File: src/core/readout_ctrl_consts.svh
`ifndef READOUT_CTRL_CONSTS_SVH
`define READOUT_CTRL_CONSTS_SVH

// register offsets
`define OFS_BASE_HI 16'h1012
`define OFS_BASE_LO 16'h1014
`define OFS_ONE_SHOT_RST 16'h1016
`define OFS_CHAIN_CTRL 16'h101A
`define OFS_EVT_THRESHOLD 16'h1020
`define OFS_STATUS 16'h1022
`define OFS_CNT_LO 16'h1024
`define OFS_CNT_HI 16'h1026
`define OFS_NEXT_EVENT 16'h1028
`define OFS_NEXT_WORD 16'h102A
`define OFS_CLR_WINDOW 16'h102E
`define OFS_CNT_RESET 16'h1040

// field positions
`define CHAIN_FIRST_BIT 1
`define CHAIN_LAST_BIT 0
`define ST_EMPTY_BIT 1
`define ST_FULL_BIT 2
`define ST_SEL_LSB 4
`define MODE_COUNT_ALL_BIT 14
`define MODE_PTR_AUTO_BIT 11

// reset values
`define RST_BYTE 8'h00
`define RST_THRESHOLD 5'h00
`define RST_WINDOW 10'h000
`define RST_CNT 24'h000000
`define RST_COUNT_ALL 1'b1
`define RST_PTR_AUTO 1'b1

// timing: fixed part of the fast clear window, and the 32 MHz step made from sys_clk
`define SYS_CLK_NS 4
`define FIXED_WINDOW_NS 7000
`define FIXED_WINDOW_CYC ((`FIXED_WINDOW_NS + `SYS_CLK_NS - 1) / `SYS_CLK_NS)
`define STEP_NUM 7'h10
`define STEP_DEN 7'h7D

`endif

File: src/core/readout_ctrl_pkg.sv
package readout_ctrl_pkg;

    // one register access, held for one cycle
    typedef struct packed {
        logic wr;
        logic rd;
        logic [15:0] addr;
        logic [15:0] wdata;
    } reg_req_type;

    // mezzanine identification pins
    typedef struct packed {
        logic converter_select_hi;
        logic converter_select_lo;
        logic digitizer_select_hi;
        logic digitizer_select_lo;
    } board_sel_type;

    // write strobes of the mode bit set and clear registers
    typedef struct packed {
        logic set_wr;
        logic clr_wr;
        logic [15:0] data;
    } mode_write_type;

    typedef enum logic [1:0] {
        WIN_IDLE = 2'b00,
        WIN_FIXED = 2'b01,
        WIN_STEPS = 2'b11
    } window_state_type;

endpackage

File: src/core/vme_readout_control_registers.sv
`timescale 1ns/1ps
`default_nettype none
`include "readout_ctrl_consts.svh"

// Notes on behaviour
// writable A31..A24 relocates module base
// writable A23..A16 relocates module base
// any one-shot write resets module, stores nothing
// master uses one-shot reset for debug only
// two write-only chain flags encode position
// interrupt when stored events equal threshold
// threshold resets zero; zero disables interrupt
// status shows output buffer empty
// status shows output buffer full
// status shows four mezzanine select bits
// 24-bit event counter in two registers
// count all or accepted triggers, bit 14
// counter clears on reset writes, data reset; here data reset clears it only when counting accepted triggers
// next-event write moves pointer to next event
// one-word write advances pointer one word
// auto advance off: only writes move pointer
// window is N 32 MHz periods plus 7 us
// master keeps window value at most 3F0
// counting mode defaults to every trigger
// pointer auto advance defaults to enabled
// each advance write gives exactly one step
module vme_readout_control_registers (
    input wire logic sys_clk,
    input wire logic sys_rst,
    input wire readout_ctrl_pkg::reg_req_type reg_req,
    output logic [15:0] rd_data,
    output logic rd_ack,
    input wire readout_ctrl_pkg::mode_write_type mode_write,
    input wire logic soft_reset_in,
    input wire logic data_reset_in,
    input wire logic trigger_in,
    input wire logic trigger_accepted,
    input wire logic [5:0] stored_events,
    input wire logic buffer_empty,
    input wire logic buffer_full,
    input wire readout_ctrl_pkg::board_sel_type board_sel,
    input wire logic window_start,
    output logic [7:0] base_relocation_hi,
    output logic [7:0] base_relocation_lo,
    output logic module_reset,
    output logic chain_first,
    output logic chain_last,
    output logic irq_request,
    output logic count_every_trigger,
    output logic pointer_auto_advance,
    output logic ptr_next_event,
    output logic ptr_next_word,
    output logic clear_window_open
);

    logic [7:0] base_hi_q;
    logic [7:0] base_lo_q;
    logic one_shot_q;
    logic first_q;
    logic last_q;
    logic [4:0] threshold_q;
    logic irq_q;
    logic count_all_q;
    logic ptr_auto_q;
    logic [23:0] cnt_q;
    logic [23:0] cnt_d;
    logic next_event_q;
    logic next_word_q;
    logic [9:0] window_n_q;
    logic [15:0] rd_data_q;
    logic [15:0] rd_data_d;
    logic rd_ack_q;
    logic soft_rst;
    logic cnt_clear;
    logic cnt_inc;
    logic wr_hit_base_hi;
    logic wr_hit_base_lo;
    logic wr_hit_one_shot;
    logic wr_hit_chain;
    logic wr_hit_threshold;
    logic wr_hit_next_event;
    logic wr_hit_next_word;
    logic wr_hit_window;
    logic wr_hit_cnt_reset;
    readout_ctrl_pkg::window_state_type win_state_q;
    logic [10:0] fixed_cnt_q;
    logic [9:0] step_cnt_q;
    logic [6:0] phase_q;
    logic [7:0] phase_sum;
    logic step_tick;
    logic win_open_q;

    // write address decode
    assign wr_hit_base_hi = reg_req.wr && (reg_req.addr == `OFS_BASE_HI);
    assign wr_hit_base_lo = reg_req.wr && (reg_req.addr == `OFS_BASE_LO);
    assign wr_hit_one_shot = reg_req.wr && (reg_req.addr == `OFS_ONE_SHOT_RST);
    assign wr_hit_chain = reg_req.wr && (reg_req.addr == `OFS_CHAIN_CTRL);
    assign wr_hit_threshold = reg_req.wr && (reg_req.addr == `OFS_EVT_THRESHOLD);
    assign wr_hit_next_event = reg_req.wr && (reg_req.addr == `OFS_NEXT_EVENT);
    assign wr_hit_next_word = reg_req.wr && (reg_req.addr == `OFS_NEXT_WORD);
    assign wr_hit_window = reg_req.wr && (reg_req.addr == `OFS_CLR_WINDOW);
    assign wr_hit_cnt_reset = reg_req.wr && (reg_req.addr == `OFS_CNT_RESET);

    // module-wide reset from the one-shot location or from outside
    assign soft_rst = one_shot_q || soft_reset_in;

    // base relocation bytes, kept across soft resets
    always_ff @(posedge sys_clk or posedge sys_rst) begin
        if (sys_rst) begin
            base_hi_q <= `RST_BYTE;
            base_lo_q <= `RST_BYTE;
        end else begin
            if (wr_hit_base_hi) begin
                base_hi_q <= reg_req.wdata[7:0];
            end
            if (wr_hit_base_lo) begin
                base_lo_q <= reg_req.wdata[7:0];
            end
        end
    end

    // one-shot reset: a pulse per write, data ignored
    always_ff @(posedge sys_clk or posedge sys_rst) begin
        if (sys_rst) begin
            one_shot_q <= 1'b0;
        end else begin
            one_shot_q <= wr_hit_one_shot;
        end
    end

    // chain position flags, upper bits ignored
    always_ff @(posedge sys_clk or posedge sys_rst) begin
        if (sys_rst) begin
            first_q <= 1'b0;
            last_q <= 1'b0;
        end else if (soft_rst) begin
            first_q <= 1'b0;
            last_q <= 1'b0;
        end else if (wr_hit_chain) begin
            first_q <= reg_req.wdata[`CHAIN_FIRST_BIT];
            last_q <= reg_req.wdata[`CHAIN_LAST_BIT];
        end
    end

    // event threshold, cleared by system and soft resets
    always_ff @(posedge sys_clk or posedge sys_rst) begin
        if (sys_rst) begin
            threshold_q <= `RST_THRESHOLD;
        end else if (soft_rst) begin
            threshold_q <= `RST_THRESHOLD;
        end else if (wr_hit_threshold) begin
            threshold_q <= reg_req.wdata[4:0];
        end
    end

    // interrupt request while stored events match a nonzero threshold
    always_ff @(posedge sys_clk or posedge sys_rst) begin
        if (sys_rst) begin
            irq_q <= 1'b0;
        end else begin
            irq_q <= (threshold_q != `RST_THRESHOLD) &&
                     (stored_events == {1'b0, threshold_q});
        end
    end

    // counting and auto advance mode bits, set wins over clear
    always_ff @(posedge sys_clk or posedge sys_rst) begin
        if (sys_rst) begin
            count_all_q <= `RST_COUNT_ALL;
            ptr_auto_q <= `RST_PTR_AUTO;
        end else if (soft_rst) begin
            count_all_q <= `RST_COUNT_ALL;
            ptr_auto_q <= `RST_PTR_AUTO;
        end else begin
            if (mode_write.set_wr && mode_write.data[`MODE_COUNT_ALL_BIT]) begin
                count_all_q <= 1'b1;
            end else if (mode_write.clr_wr && mode_write.data[`MODE_COUNT_ALL_BIT]) begin
                count_all_q <= 1'b0;
            end
            if (mode_write.set_wr && mode_write.data[`MODE_PTR_AUTO_BIT]) begin
                ptr_auto_q <= 1'b1;
            end else if (mode_write.clr_wr && mode_write.data[`MODE_PTR_AUTO_BIT]) begin
                ptr_auto_q <= 1'b0;
            end
        end
    end

    // event counter; a trigger in the clearing cycle still counts
    assign cnt_inc = count_all_q ? trigger_in : trigger_accepted;
    assign cnt_clear = wr_hit_cnt_reset || soft_rst ||
                       (data_reset_in && !count_all_q);
    always_comb begin
        cnt_d = cnt_q;
        if (cnt_clear) begin
            cnt_d = cnt_inc ? (`RST_CNT + 24'h000001) : `RST_CNT;
        end else if (cnt_inc) begin
            cnt_d = cnt_q + 24'h000001;
        end
    end

    always_ff @(posedge sys_clk or posedge sys_rst) begin
        if (sys_rst) begin
            cnt_q <= `RST_CNT;
        end else begin
            cnt_q <= cnt_d;
        end
    end

    // pointer advance strobes, one per write, data ignored
    always_ff @(posedge sys_clk or posedge sys_rst) begin
        if (sys_rst) begin
            next_event_q <= 1'b0;
            next_word_q <= 1'b0;
        end else begin
            next_event_q <= wr_hit_next_event;
            next_word_q <= wr_hit_next_word;
        end
    end

    // fast clear window value
    always_ff @(posedge sys_clk or posedge sys_rst) begin
        if (sys_rst) begin
            window_n_q <= `RST_WINDOW;
        end else if (soft_rst) begin
            window_n_q <= `RST_WINDOW;
        end else if (wr_hit_window) begin
            window_n_q <= reg_req.wdata[9:0];
        end
    end

    // 32 MHz step by a fractional accumulator, restarted per window so N steps never last less than N periods
    assign phase_sum = {1'b0, phase_q} + {1'b0, `STEP_NUM};
    assign step_tick = (phase_sum >= {1'b0, `STEP_DEN});
    always_ff @(posedge sys_clk or posedge sys_rst) begin
        if (sys_rst) begin
            phase_q <= 7'h00;
        end else if (win_state_q != readout_ctrl_pkg::WIN_STEPS) begin
            phase_q <= 7'h00;
        end else begin
            phase_q <= step_tick ? 7'(phase_sum - {1'b0, `STEP_DEN}) : phase_sum[6:0];
        end
    end

    // window timer: fixed 7 us, then N steps of the 32 MHz clock
    always_ff @(posedge sys_clk or posedge sys_rst) begin
        if (sys_rst) begin
            win_state_q <= readout_ctrl_pkg::WIN_IDLE;
            fixed_cnt_q <= 11'h000;
            step_cnt_q <= 10'h000;
            win_open_q <= 1'b0;
        end else begin
            case (win_state_q)
                readout_ctrl_pkg::WIN_IDLE: begin
                    if (window_start) begin
                        win_state_q <= readout_ctrl_pkg::WIN_FIXED;
                        fixed_cnt_q <= 11'(`FIXED_WINDOW_CYC - 1);
                        step_cnt_q <= window_n_q;
                        win_open_q <= 1'b1;
                    end
                end
                readout_ctrl_pkg::WIN_FIXED: begin
                    if (soft_rst) begin
                        win_state_q <= readout_ctrl_pkg::WIN_IDLE;
                        win_open_q <= 1'b0;
                    end else if (fixed_cnt_q != 11'h000) begin
                        fixed_cnt_q <= fixed_cnt_q - 11'h001;
                    end else if (step_cnt_q == 10'h000) begin
                        win_state_q <= readout_ctrl_pkg::WIN_IDLE;
                        win_open_q <= 1'b0;
                    end else begin
                        win_state_q <= readout_ctrl_pkg::WIN_STEPS;
                    end
                end
                readout_ctrl_pkg::WIN_STEPS: begin
                    if (soft_rst) begin
                        win_state_q <= readout_ctrl_pkg::WIN_IDLE;
                        win_open_q <= 1'b0;
                    end else if (step_tick) begin
                        step_cnt_q <= step_cnt_q - 10'h001;
                        if (step_cnt_q == 10'h001) begin
                            win_state_q <= readout_ctrl_pkg::WIN_IDLE;
                            win_open_q <= 1'b0;
                        end
                    end
                end
                default: begin
                    win_state_q <= readout_ctrl_pkg::WIN_IDLE;
                    win_open_q <= 1'b0;
                end
            endcase
        end
    end

    // read multiplexer; write-only and unmapped offsets read zero
    always_comb begin
        rd_data_d = 16'h0000;
        case (reg_req.addr)
            `OFS_BASE_HI: rd_data_d[7:0] = base_hi_q;
            `OFS_BASE_LO: rd_data_d[7:0] = base_lo_q;
            `OFS_EVT_THRESHOLD: rd_data_d[4:0] = threshold_q;
            `OFS_STATUS: begin
                rd_data_d[`ST_EMPTY_BIT] = buffer_empty;
                rd_data_d[`ST_FULL_BIT] = buffer_full;
                rd_data_d[`ST_SEL_LSB +: 4] = board_sel;
            end
            `OFS_CNT_LO: rd_data_d = cnt_q[15:0];
            `OFS_CNT_HI: rd_data_d[7:0] = cnt_q[23:16];
            `OFS_CLR_WINDOW: rd_data_d[9:0] = window_n_q;
            default: rd_data_d = 16'h0000;
        endcase
    end

    // read answer one cycle after the request
    always_ff @(posedge sys_clk or posedge sys_rst) begin
        if (sys_rst) begin
            rd_data_q <= 16'h0000;
            rd_ack_q <= 1'b0;
        end else begin
            rd_ack_q <= reg_req.rd;
            if (reg_req.rd) begin
                rd_data_q <= rd_data_d;
            end
        end
    end

    // outputs straight from flops
    assign rd_data = rd_data_q;
    assign rd_ack = rd_ack_q;
    assign base_relocation_hi = base_hi_q;
    assign base_relocation_lo = base_lo_q;
    assign module_reset = one_shot_q;
    assign chain_first = first_q;
    assign chain_last = last_q;
    assign irq_request = irq_q;
    assign count_every_trigger = count_all_q;
    assign pointer_auto_advance = ptr_auto_q;
    assign ptr_next_event = next_event_q;
    assign ptr_next_word = next_word_q;
    assign clear_window_open = win_open_q;

    // checks
    a_base_hi_write: assert property (@(posedge sys_clk) disable iff (sys_rst)
        wr_hit_base_hi |=> base_relocation_hi == $past(reg_req.wdata[7:0]))
        else $error("base high byte not taken");
    a_one_shot_pulse: assert property (@(posedge sys_clk) disable iff (sys_rst)
        wr_hit_one_shot |=> module_reset ##1 (threshold_q == 5'h00 && cnt_q <= 24'h000001))
        else $error("one-shot write did not reset");
    a_chain_flags: assert property (@(posedge sys_clk) disable iff (sys_rst)
        (wr_hit_chain && !soft_rst) |=> {chain_first, chain_last} == $past(reg_req.wdata[1:0]))
        else $error("chain flags wrong");
    a_irq_zero_off: assert property (@(posedge sys_clk) disable iff (sys_rst)
        $past(threshold_q) == 5'h00 |-> !irq_request)
        else $error("interrupt with zero threshold");
    a_irq_match: assert property (@(posedge sys_clk) disable iff (sys_rst)
        (threshold_q != 5'h00 && stored_events == {1'b0, threshold_q}) |=> irq_request)
        else $error("interrupt missed on match");
    a_count_mode: assert property (@(posedge sys_clk) disable iff (sys_rst)
        (!cnt_clear && !count_all_q && !trigger_accepted) |=> cnt_q == $past(cnt_q))
        else $error("counter moved without accepted trigger");
    a_count_clear: assert property (@(posedge sys_clk) disable iff (sys_rst)
        (wr_hit_cnt_reset && !cnt_inc) |=> cnt_q == 24'h000000)
        else $error("counter not cleared");
    a_one_step: assert property (@(posedge sys_clk) disable iff (sys_rst)
        {ptr_next_event, ptr_next_word} == $past({wr_hit_next_event, wr_hit_next_word}))
        else $error("advance strobe does not match write");
    a_window_fixed: assert property (@(posedge sys_clk) disable iff (sys_rst)
        (win_state_q == readout_ctrl_pkg::WIN_IDLE && window_start && !soft_rst)
        |=> clear_window_open [*8])
        else $error("fast clear window closed early");

endmodule
`default_nettype wire

File: config.mk
export PLATFORM = sky130hd
export DESIGN_NAME = vme_readout_control_registers
export DESIGN_NICKNAME = d
export VERILOG_FILES = /design/src/core/readout_ctrl_pkg.sv /design/src/core/vme_readout_control_registers.sv
export VERILOG_INCLUDE_DIRS = /design/src /design/src/core
export SDC_FILE = /design/constraint.sdc
export NUM_CORES = 1
export LEC_CHECK = 0
export ABC_AREA = 1
export ABC_CLOCK_PERIOD_IN_PS = 2900
export BUFFER_PORTS_ARGS = -buffer_cell sky130_fd_sc_hd__clkbuf_2
export CAP_MARGIN = 5
export CORE_AREA = 5 5 162 148
export DETAILED_ROUTE_END_ITERATION = 10
export DIE_AREA = 0 0 167 153
export SLEW_MARGIN = 20
export SYNTH_ARGS = -nofsm -noshare
export SYNTH_HDL_FRONTEND = slang
export SYNTH_SLANG_ARGS = --single-unit
File: constraint.sdc
create_clock -name sys_clk -period 2.9 [get_ports sys_clk]
set_clock_uncertainty 0.15 [all_clocks]
set_input_delay 0.145 -clock sys_clk [delete_from_list [all_inputs] [get_ports sys_clk]]
set_output_delay 0.145 -clock sys_clk [all_outputs]
set_load 0.1 [all_outputs]
# Word level (Yosys, flattened, before mapping)
# Index checks and enable logic that the tools add are counted.
# classes
eq_ne	26
muxes	51
add_sub_neg	5
order_cmp	1
n_reduce_logical	35
# ops
op	count
== test 16 x 13 -> 1 bit (second input constant)	12
2-to-1 mux 10 bit	5
2-to-1 mux 24 bit	2
2-to-1 mux 11 bit	3
adder 24 x 1 -> 24 bit (second input constant)	1
one-hot mux 11 bit (2 select lines)	1
one-hot mux 10 bit (2 select lines)	1
2-to-1 mux 1 bit	19
one-hot mux 3 bit (6 select lines)	1
logical AND 1 bit	15
2-to-1 mux 2 bit	7
2-to-1 mux 7 bit	2
one-hot mux 2 bit (7 select lines)	1
inequality test 2 bit (second input constant)	6
inequality test 3 bit (second input constant)	4
one-hot mux 1 bit (6 select lines)	2
AND reduction 4 bit	3
nonzero test 2 bit	6
nonzero test 11 bit	1
subtractor 11 x 1 -> 11 bit (second input constant)	1
== test 10 x 1 -> 1 bit (second input constant)	1
logical NOT 10 bit	1
2-to-1 mux 5 bit	2
subtractor 10 x 1 -> 10 bit (second input constant)	1
other kinds (17)	20
# word_totals
regBits	111
in_bits	71
output_inout_bits	42

# Logic depth before layout (Yosys ltp)
# Gate-level depths: netlist (run 1).
# depth
word_depth	5
ltp_mapped	12
mapped_depth_nobuf	12

# Worst setup path before layout (run 1)
# OpenSTA, ideal clock, no wires.
# synth_path
path_type	flip-flop to flip-flop
startpoint	reg one_shot_q, in the netlist module_reset
endpoint	reg fixed_cnt_q[2]
path_stages_with_launch	9
t_required_ns	2.621
path_buffers	1
path_slack_ns	0.867
t_arrival_ns	1.754
setup_time_ns	0.129
path_cell_list	dfrtp_1 -> nor2_4 -> inv_2 -> nor2_2 -> nand2_1 -> nand2_2 -> buf_6 -> o21ai_0 -> o21ai_0
# synth_via
elab_chain_len	3
# synth_lines
item	line_no	source
start: declaration	vme_readout_control_registers.sv:58	logic one_shot_q;
start signal: assignment	vme_readout_control_registers.sv:127	one_shot_q <= wr_hit_one_shot;
logical OR 1 bit	vme_readout_control_registers.sv:105	assign soft_rst = one_shot_q || soft_reset_in;
inequality test 2 bit (no line)	-	
AND reduction 4 bit (no line)	-	
end signal: assignment	vme_readout_control_registers.sv:256	fixed_cnt_q <= 11'(`FIXED_WINDOW_CYC - 1);
end signal: assignment	vme_readout_control_registers.sv:266	fixed_cnt_q <= fixed_cnt_q - 11'h001;
end: declaration	vme_readout_control_registers.sv:86	logic [10:0] fixed_cnt_q;
# Every way passes these cells.
# A chain may end at the register's enable or synchronous reset.

# Worst setup path in the final report (run 1)
# layout_path
startpoint	reg threshold_q[1]
endpoint	reg irq_q, in the netlist irq_request
# layout_via
elab_chain_len	2
word_cells_on_any_way	3
cone_classes	eq/ne: 1; reduce/logical: 2
# layout_lines
item	line_no	source
start: declaration	vme_readout_control_registers.sv:61	logic [4:0] threshold_q;
start signal: assignment	vme_readout_control_registers.sv:148	threshold_q <= `RST_THRESHOLD;
start signal: assignment	vme_readout_control_registers.sv:150	threshold_q <= `RST_THRESHOLD;
start signal: assignment	vme_readout_control_registers.sv:152	threshold_q <= reg_req.wdata[4:0];
== test 6 x 5 -> 1 bit / nonzero test 5 bit (equally long branches)	-	
logical AND 1 bit (*)	vme_readout_control_registers.sv:161	irq_q <= (threshold_q != `RST_THRESHOLD) &&
end signal: assignment	vme_readout_control_registers.sv:161	
end: declaration	vme_readout_control_registers.sv:62	logic irq_q;
# Every way passes the cells marked *; elsewhere a longest branch is shown, timed or not.

==> run metrics, run 1 <==
pwr dens 544 mW/mm^2; Final Hold Fails 1; Worst Tran Pin Value 575 ps; nets@finish 1073; Die ar. 0.0256 mm^2; max-slew violations 0; clock sink count 111; min Tclk post-route 2300 ps; dpl hpwl 13600 um; DR iter-0 viols 368; crit path cell chain xor2_1 -> nor3b_1 -> dlygate4sd3_1 -> nand4_1 -> dlygate4sd3_1 -> nor3_1; Syn Area/Cell 7.45 um^2; Port Buffer Count 92; Reg area 0.00278 mm^2; Hold Crit Class input port to flip-flop; fin util 35.4%; CTS Buf Count 9; pre-CTS WS 827 ps; initial antenna violation count 0; CP max FO 3; largest net degree at the start of global routing 48; cell total after placement 1253; grt total ovfl 0; Synthesis Warnings 0; Worst setup EP type flip-flop; Filler Cell Count 2301; Synth Flop Type dfrtp_1; maxcap violations 0; post-route cell area 0.00786 mm^2; Die W 167 um; setup_tns 0 ps; Net Count, Synth 957; first-pass GRT wire length 29600 um; First-pass DRT Iterations 5; unrepaired setup endpoints after global routing false; relative slew slack 61.8%; Post-synth EDFFs 0; Worst Path Arrival 2450 ps; Vias 6056; post-route insts no fill 1295; post-synthesis register bit count 111; Starting Density 29.4%; period utilization 79.4%; H-tree levels 3; Hold WS -42.3 ps; Synth area leaders dfrtp_1 42%, nand2_1 14%, nand3_1 8.4%, nor2_1 5.9%, inv_1 5.1%; CTS tree done; post_cts resized 0; cell count after synthesis 877; LEAKAGE 3.84 nW; Final WS setup 596 ps; Clock Latency Late Sink 380 ps; core box area 0.0222 mm^2; sequential element share of the synthesized area 42.6%; hold path depth 3; CTS max path bufs 2; routed vias/inst 4.68; vias in the first global route 5679; antenna diode count 0; drt wl/cell 13.8 um; GRT Util Overall 14.3%; Max VDD drop 0.326 mV; largest area contributor in the netlist dfrtp_1; Placement Cell Area 0.00729 mm^2; clk slew on worst S/H paths 90 ps; # rows 52; crit path launch type flip-flop; Unique masters post-synth 43; WS Path Type flip-flop to flip-flop; Async SR Flop Fraction 100%; worst r2r path cells 6; # setup viols final 0; # DRC 0; Ports 113; Synth top area share 41.8%; failing checks hold timing; CP max-delay cell dlygate4sd3_1; Req. time, crit path 3050 ps; area of the multi-input gates 0.00325 mm^2; Root Buffer Master clkbuf_16; status finished, violations left; Mapped Area 0.00653 mm^2; Worst path max stage delay 560 ps; layout cell share with drive strength beyond 1 17.3%; P&R area growth vs syn 20.3%; critical path's most frequent cell dlygate4sd3_1; Pwr Total 4.27 mW; maximum clock frequency 0.434 GHz; gpl congestion 0.829; DRT antenna net count 0; drt total wl 17900 um; Die Y 153 um
[worst paths after layout]
check                            startpoint  slack (ps)              endpoint
min                        stored_events[2]         -40           irq_request
min in group asynchronous           sys_rst         210        fixed_cnt_q[9]
max                          threshold_q[1]         600           irq_request
max in group asynchronous           sys_rst        1730  pointer_auto_advance
max reg2reg                  threshold_q[1]         600           irq_request
min reg2reg                      rd_data[5]         330            rd_data[5]
[timing repair]
action                     CTS  global route
setup buffers                0             1
hold endpoints to repair    57             1
setup endpoints to repair    0             1
hold buffers                25             1
[placed cells by master, fill, tap and decap left out, types with 2 or more instances in the layout]
cell	n
o21bai_1	2
ha_1	9
inv_2	4
dfrtp_1	109
o21ai_2	6
inv_6	2
buf_4	6
nand2_1	235
nand3_2	5
nor2_2	10
nor2_1	102
mux2_4	2
and3_1	4
clkinv_8	2
dlygate4sd3_1	25
o31ai_1	3
a21oi_1	25
inv_1	88
o21ai_1	9
buf_12	2
nand4_1	10
clkbuf_2	92
xor2_1	8
dfstp_2	2
a21o_1	2
nand3_1	110
nand3b_1	3
nor3_1	11
nand2_4	3
o21ai_0	58
inv_8	2
nor2_4	10
clkbuf_16	9
xnor2_1	6
nand2_2	9
[cells in the mapped netlist, types with 4 or more instances]
| cell type | n |
|---|---|
| nand2_1 | 235 |
| inv_1 | 89 |
| xnor2_1 | 6 |
| nor2_4 | 10 |
| xor2_1 | 8 |
| nor2_2 | 10 |
| o21ai_2 | 6 |
| inv_2 | 4 |
| nand2_2 | 9 |
| buf_2 | 4 |
| nand4_1 | 10 |
| buf_6 | 8 |
| a21oi_1 | 25 |
| nand3_2 | 5 |
| ha_1 | 9 |
| nand3_1 | 110 |
| dfrtp_1 | 109 |
| and3_1 | 4 |
| o21ai_0 | 58 |
| nor3_1 | 11 |
| nor2_1 | 102 |
| o21ai_1 | 9 |
[state kept, by name (all words and copies together) (netlist names), 2 cells and up]
register	flops
cnt_q	24
rd_data	16
fixed_cnt_q	11
step_cnt_q	10
window_n_q	10
base_relocation_hi	8
base_relocation_lo	8
phase_q	7
threshold_q	5
win_state_q	2
[per-layer routing]
metal	vias up	global-route usage [%]	share of wire [%]
li1	3061	-	-
met4	0	3.43	1.3
met1	2819	21.7	51
met3	18	3.07	5.9
met5	-	0	0
met2	158	20.6	42
[cells by family after synthesis]
kind of cell / share of synthesized area (%)
simple gates: 36.3
xor+xnor: 1.88
mux: 0.460
flops: 42.6
fa+ha+maj: 1.72
buf+inv: 7.72
compound gates: 9.39
[where the power goes]
group	internal (mW)	switching [mW]	leakage, nW
clock	0.620	0.675	0.150
combinational	0.370	0.811	2.22
sequential	1.68	0.116	1.47
[worst max-delay path: cells and delay by family, from the launching register on]
family	cells	cell delay [ps]
buffers and inverters	2	1120
xor gates and xnor gates	1	170
and+or+nand+nor	3	360
DFF	1	410
[final cells by class]
class,count,share of cell area [%]
Multi-Input combinational cell,652,41.3
Sequential cell,111,35.4
Timing Repair Buffer,125,10.1
Tap cell,297,4.73
Inverter,94,4.54
Clock buffer,9,2.87
Clock inverter,7,1.03
Power figures use the tool's default switching activity.
==> run 2, diff against run 1 <==
--- a/config.mk
+++ b/config.mk
@@ -7,7 +7,7 @@
 export NUM_CORES = 1
 export LEC_CHECK = 0
 export ABC_AREA = 1
-export ABC_CLOCK_PERIOD_IN_PS = 2900
+export ABC_CLOCK_PERIOD_IN_PS = 2100
 export BUFFER_PORTS_ARGS = -buffer_cell sky130_fd_sc_hd__clkbuf_2
 export CAP_MARGIN = 5
 export CORE_AREA = 5 5 162 148
==> constraint.sdc (replaced) <==
create_clock -name sys_clk -period 2.1 [get_ports sys_clk]
set_clock_uncertainty 0.15 [all_clocks]
set_input_delay 0.105 -clock sys_clk [delete_from_list [all_inputs] [get_ports sys_clk]]
set_output_delay 0.105 -clock sys_clk [all_outputs]
set_load 0.1 [all_outputs]
==> run metrics, run 2 (synthesized netlist as in run 1, its figures left out) <==
Final Hold Fails 0; Die Y 153 um; pre-CTS WS 131 ps; status finished, final reports clean; Pwr Total 6.02 mW; antenna diode count 0; core box area 0.0222 mm^2; WS Path Type input port to flip-flop; crit path launch type input port; DR iter-0 viols 468; Die W 167 um; maxcap violations 0; first-pass GRT wire length 30100 um; critical path's most frequent cell dlygate4sd3_1; Worst Tran Pin Value 576 ps; crit-path leading delay family buffers and inverters; gpl congestion 0.846; drt wl/cell 13.8 um; largest net degree at the start of global routing 62; grt total ovfl 0; min Tclk post-route 1990 ps; fin util 36.0%; routed vias/inst 4.65; relative slew slack 61.7%; clock sink count 111; WP buf/inv 4; vias in the first global route 5854; setup_tns 0 ps; dpl hpwl 13700 um; LEAKAGE 3.91 nW; CP max-delay cell dlygate4sd3_1; DRT antenna net count 0; Worst setup EP type flip-flop; Req. time, crit path 2190 ps; GRT Util Overall 14.3%; CTS Buf Count 9; flip-flop count of the largest register after layout 24; CP max FO 6; # setup viols final 0; Clock Latency Late Sink 360 ps; period utilization 94.9%; Largest Register cnt_q; Root Buffer Master clkbuf_16; Hold Crit Class input port to flip-flop; Die ar. 0.0256 mm^2; nets@finish 1086; First-pass DRT Iterations 5; unrepaired setup endpoints after global routing true; # rows 52; layout cell share with drive strength beyond 1 18.1%; Ports 113; clk slew on worst S/H paths 80 ps; Max VDD drop 0.433 mV; Worst Path Arrival 2080 ps; Port Buffer Count 92; drt total wl 18000 um; H-tree levels 3; # DRC 0; Starting Density 29.4%; initial antenna violation count 0; max-slew violations 0; P&R area growth vs syn 22.4%; maximum clock frequency 0.502 GHz; pwr dens 753 mW/mm^2; CTS tree done; highest-count cells in the layout ignoring fill and taps 234 x nand2_1, 110 x nand3_1, 109 x dfrtp_1; Final WS setup 107 ps; crit path cell chain dlygate4sd3_1 -> clkbuf_2 -> inv_1 -> nor2_4 -> dlygate4sd3_1 -> nand3_2 -> nor2_2 -> nor2_1 -> nand2_1 -> o21ai_1; Worst path max stage delay 620 ps; Vias 6082; CTS max path bufs 2; most common cell after layout, fill and taps aside nand2_1
## run 2: repair_timing
item | in CTS | in global routing
endpoints found under the setup margin | 0 | 12
resized for setup | 0 | 4
hold buffers | 30 | 0
endpoints found under the hold margin | 149 | 0
setup buffers | 0 | 3
## run 2: area by class of cell
cell class	instances	area (um^2)
clock buffers	9	225
clock inverters	7	83.8
fillers	2399	14200
inverters	94	357
multi-input cells	652	3250
flip-flops and latches	111	2780
well taps	297	372
repair buffers	138	922
## run 2: worst register-to-register path, delay by kind of cell, from the launching register on
| family | cells | cell delay (ps) |
|---|---|---|
| adders and majority gates | 1 | 210 |
| AOI/OAI and AO/OA | 2 | 280 |
| DFF | 1 | 400 |
| and+or+nand+nor | 5 | 430 |
| buffers and inverters | 3 | 370 |
## run 2: final timing paths
path / from / endpoint / slack [ps] / depth (start not counted)
worst max-delay path: reg_req[17] / chain_last / 110 / 10
worst min-delay path: reg_req[33] / threshold_q[4] / 50 / 3
worst max register to register: phase_q[0] / step_cnt_q[6] / 150 / 11
worst min register to register: rd_data[12] / rd_data[12] / 330 / 2
max in group asynchronous: sys_rst / base_relocation_lo[7] / 1260 / 4
min in group asynchronous: sys_rst / fixed_cnt_q[9] / 230 / 4
## run 2: metal layers
metal / routed length [um] / global-route usage, % / part of all wire, %
met5: 0 / 0 / 0
met4: 247 / 3.47 / 1.4
met3: 1110 / 2.71 / 6.2
met2: 7440 / 20.4 / 41
met1: 9210 / 22.1 / 51
## run 2: stage by stage
| stage | hold slack, ps | cells | instance area [um^2] |
|---|---|---|---|
| final | 45.2 | 1308 | 7990 |
| after detailed placement | 82.0 | 1258 | 7340 |
| after floorplan | -13.6 | 877 | 6540 |
| after CTS | 34.5 | 1304 | 7950 |
| after global routing | 55.4 | 1308 | 7990 |
| after global placement | 71.3 | 1258 | 7340 |
## run 2: power breakdown
group | total, mW | internal, mW | switching (mW)
sequential | 2.48 | 2.32 | 0.158
combinational | 1.71 | 0.575 | 1.13
clock | 1.83 | 0.951 | 0.877
total | 6.02 | 3.85 | 2.17
==> run 3, diff against run 2 <==
--- a/config.mk
+++ b/config.mk
@@ -10,9 +10,9 @@
 export ABC_CLOCK_PERIOD_IN_PS = 2100
 export BUFFER_PORTS_ARGS = -buffer_cell sky130_fd_sc_hd__clkbuf_2
 export CAP_MARGIN = 5
-export CORE_AREA = 5 5 162 148
+export CORE_AREA = 2 2 159 145
 export DETAILED_ROUTE_END_ITERATION = 10
-export DIE_AREA = 0 0 167 153
+export DIE_AREA = 0 0 161 147
 export SLEW_MARGIN = 20
 export SYNTH_ARGS = -nofsm -noshare
 export SYNTH_HDL_FRONTEND = slang
==> run metrics, run 3 (synthesized netlist as in run 1, its figures left out) <==
CP max FO 7; nets@finish 1081; Comb power frac 28.6%; Pwr Total 5.84 mW; sequential share of power 42.6%; maxcap violations 0; first-pass GRT wire length 29800 um; Die Y 147 um; gpl congestion 0.901; setup_tns 0 ps; CP startpoint reg_req[17]; most common cell after layout, fill and taps aside nand2_1; Worst Tran Pin Value 601 ps; Die W 161 um; GRT Util Overall 15.8%; Switch Pwr 2.13 mW; cell total after placement 1257; layout cell share with drive strength beyond 1 17.6%; pwr dens 736 mW/mm^2; DR iter-0 viols 397; First-pass DRT Iterations 6; Clock Latency Late Sink 360 ps; antenna diode count 0; Port Buffer Count 92; Worst setup EP type flip-flop; crit path launch type input port; drt total wl 18100 um; Hold Crit Class input port to async pin; # rows 52; Final Hold Fails 0; Req. time, crit path 2190 ps; initial antenna violation count 0; Die ar. 0.0237 mm^2; Largest Register cnt_q; WS Path Type input port to flip-flop; clock sink count 111; status finished, final reports clean; grt total ovfl 0; dpl hpwl 13600 um; flip-flop count of the largest register after layout 24; Root Buffer Master clkbuf_16; Reg-to-Reg Start phase_q[0]; relative slew slack 60.1%; DRT antenna net count 0; setup bufs post-CTS 0; CTS tree done; min Tclk post-route 1970 ps; drt wl/cell 13.9 um; CTS Buf Count 9; power share of the clock group 28.8%; sw frac 36.5%; period utilization 93.9%; Vias 6060; largest net degree at the start of global routing 58; # setup viols final 0; LEAKAGE 3.87 nW; cell internal pwr 3.70 mW; critical path's most frequent cell dlygate4sd3_1; Ports 113; H-tree levels 3; Starting Density 29.5%; CP max-delay cell dlygate4sd3_1; Placement Cell Area 0.00735 mm^2; routed vias/inst 4.65; crit path cell chain dlygate4sd3_1 -> clkbuf_2 -> inv_1 -> nor2_4 -> dlygate4sd3_1 -> nand3_2 -> nor2_2 -> nor2_1 -> nand2_1 -> o21ai_1; vias in the first global route 5796; Worst Path Arrival 2060 ps; core box area 0.0221 mm^2; max-slew violations 0; post-route cell area 0.00794 mm^2; clk slew on worst S/H paths 80 ps; P&R area growth vs syn 21.5%; Worst path max stage delay 600 ps; post-route insts no fill 1303; Max VDD drop 0.402 mV; CTS max path bufs 2; highest-count cells in the layout ignoring fill and taps 234 x nand2_1, 110 x nand3_1, 109 x dfrtp_1; maximum clock frequency 0.507 GHz; # DRC 0; unrepaired setup endpoints after global routing false
-- run 3: changes by cell type in the layout (fill, tap and decap cells not counted), sizes merged --
cell	delta
buf	-4
bufinv	-1
clkinv	+1
inv	-1
-- run 3: repair_timing --
| item | in CTS | in global routing |
|---|---|---|
| endpoints found under the setup margin | 0 | 3 |
| hold endpoints to repair | 147 | 0 |
| gates resized for setup | 0 | 2 |
| hold buffers | 30 | 0 |
-- run 3: critical path, delay by kind of cell --
family,cells,cell delay (ps)
buf+inv,4,1300
compound gates,1,60
simple gates,5,590
-- run 3: path summary, 6_finish.rpt --
kind	slack, ps	cells after the start	end
min reg2reg	330	2	rd_data[4]
max in group asynchronous	1200	4	count_every_trigger
max reg2reg	200	11	step_cnt_q[1]
min	30	3	fixed_cnt_q[1]
max	130	10	chain_last
min in group sys_clk	30	6	ptr_next_word
-- run 3: per-stage QoR --
step	hold slack [ps]	worst slack [ps]	util, %
final	31.1	128	35.9
after global routing	47.5	0.707	35.9
after CTS	2.54	76.6	35.8
after detailed placement	-140	174	33.2
after global placement	-142	185	33.2
after floorplan	-13.6	67.3	-
-- run 3: layer usage --
metal  up-vias  wire [um]  track usage, %
met3        22        981            3.30
met2       157       7600            23.6
met5         -          0               0
met1      2799       9220            23.2
met4         0        283            3.84
li1       3082          -               -
-- run 3: area by class of cell --
class,count,area (um^2)
fill,2400,14200
multi-input combinational,652,3250
sequential,111,2780
timing repair buffer,133,893
tap,297,372
inverter,94,357
clock buffer,10,229
clock inverter,6,51.3
-- run 3: power groups by stage --
stage / Clock [mW] / Combinational [mW] / Sequential (mW)
global placement: 0 / 1.60 / 2.52
global route: 1.82 / 1.92 / 2.51
CTS: 1.74 / 1.68 / 2.48
detailed placement: 0 / 1.63 / 2.52
floorplan: 0 / 1.14 / 2.59
finish: 1.68 / 1.67 / 2.49
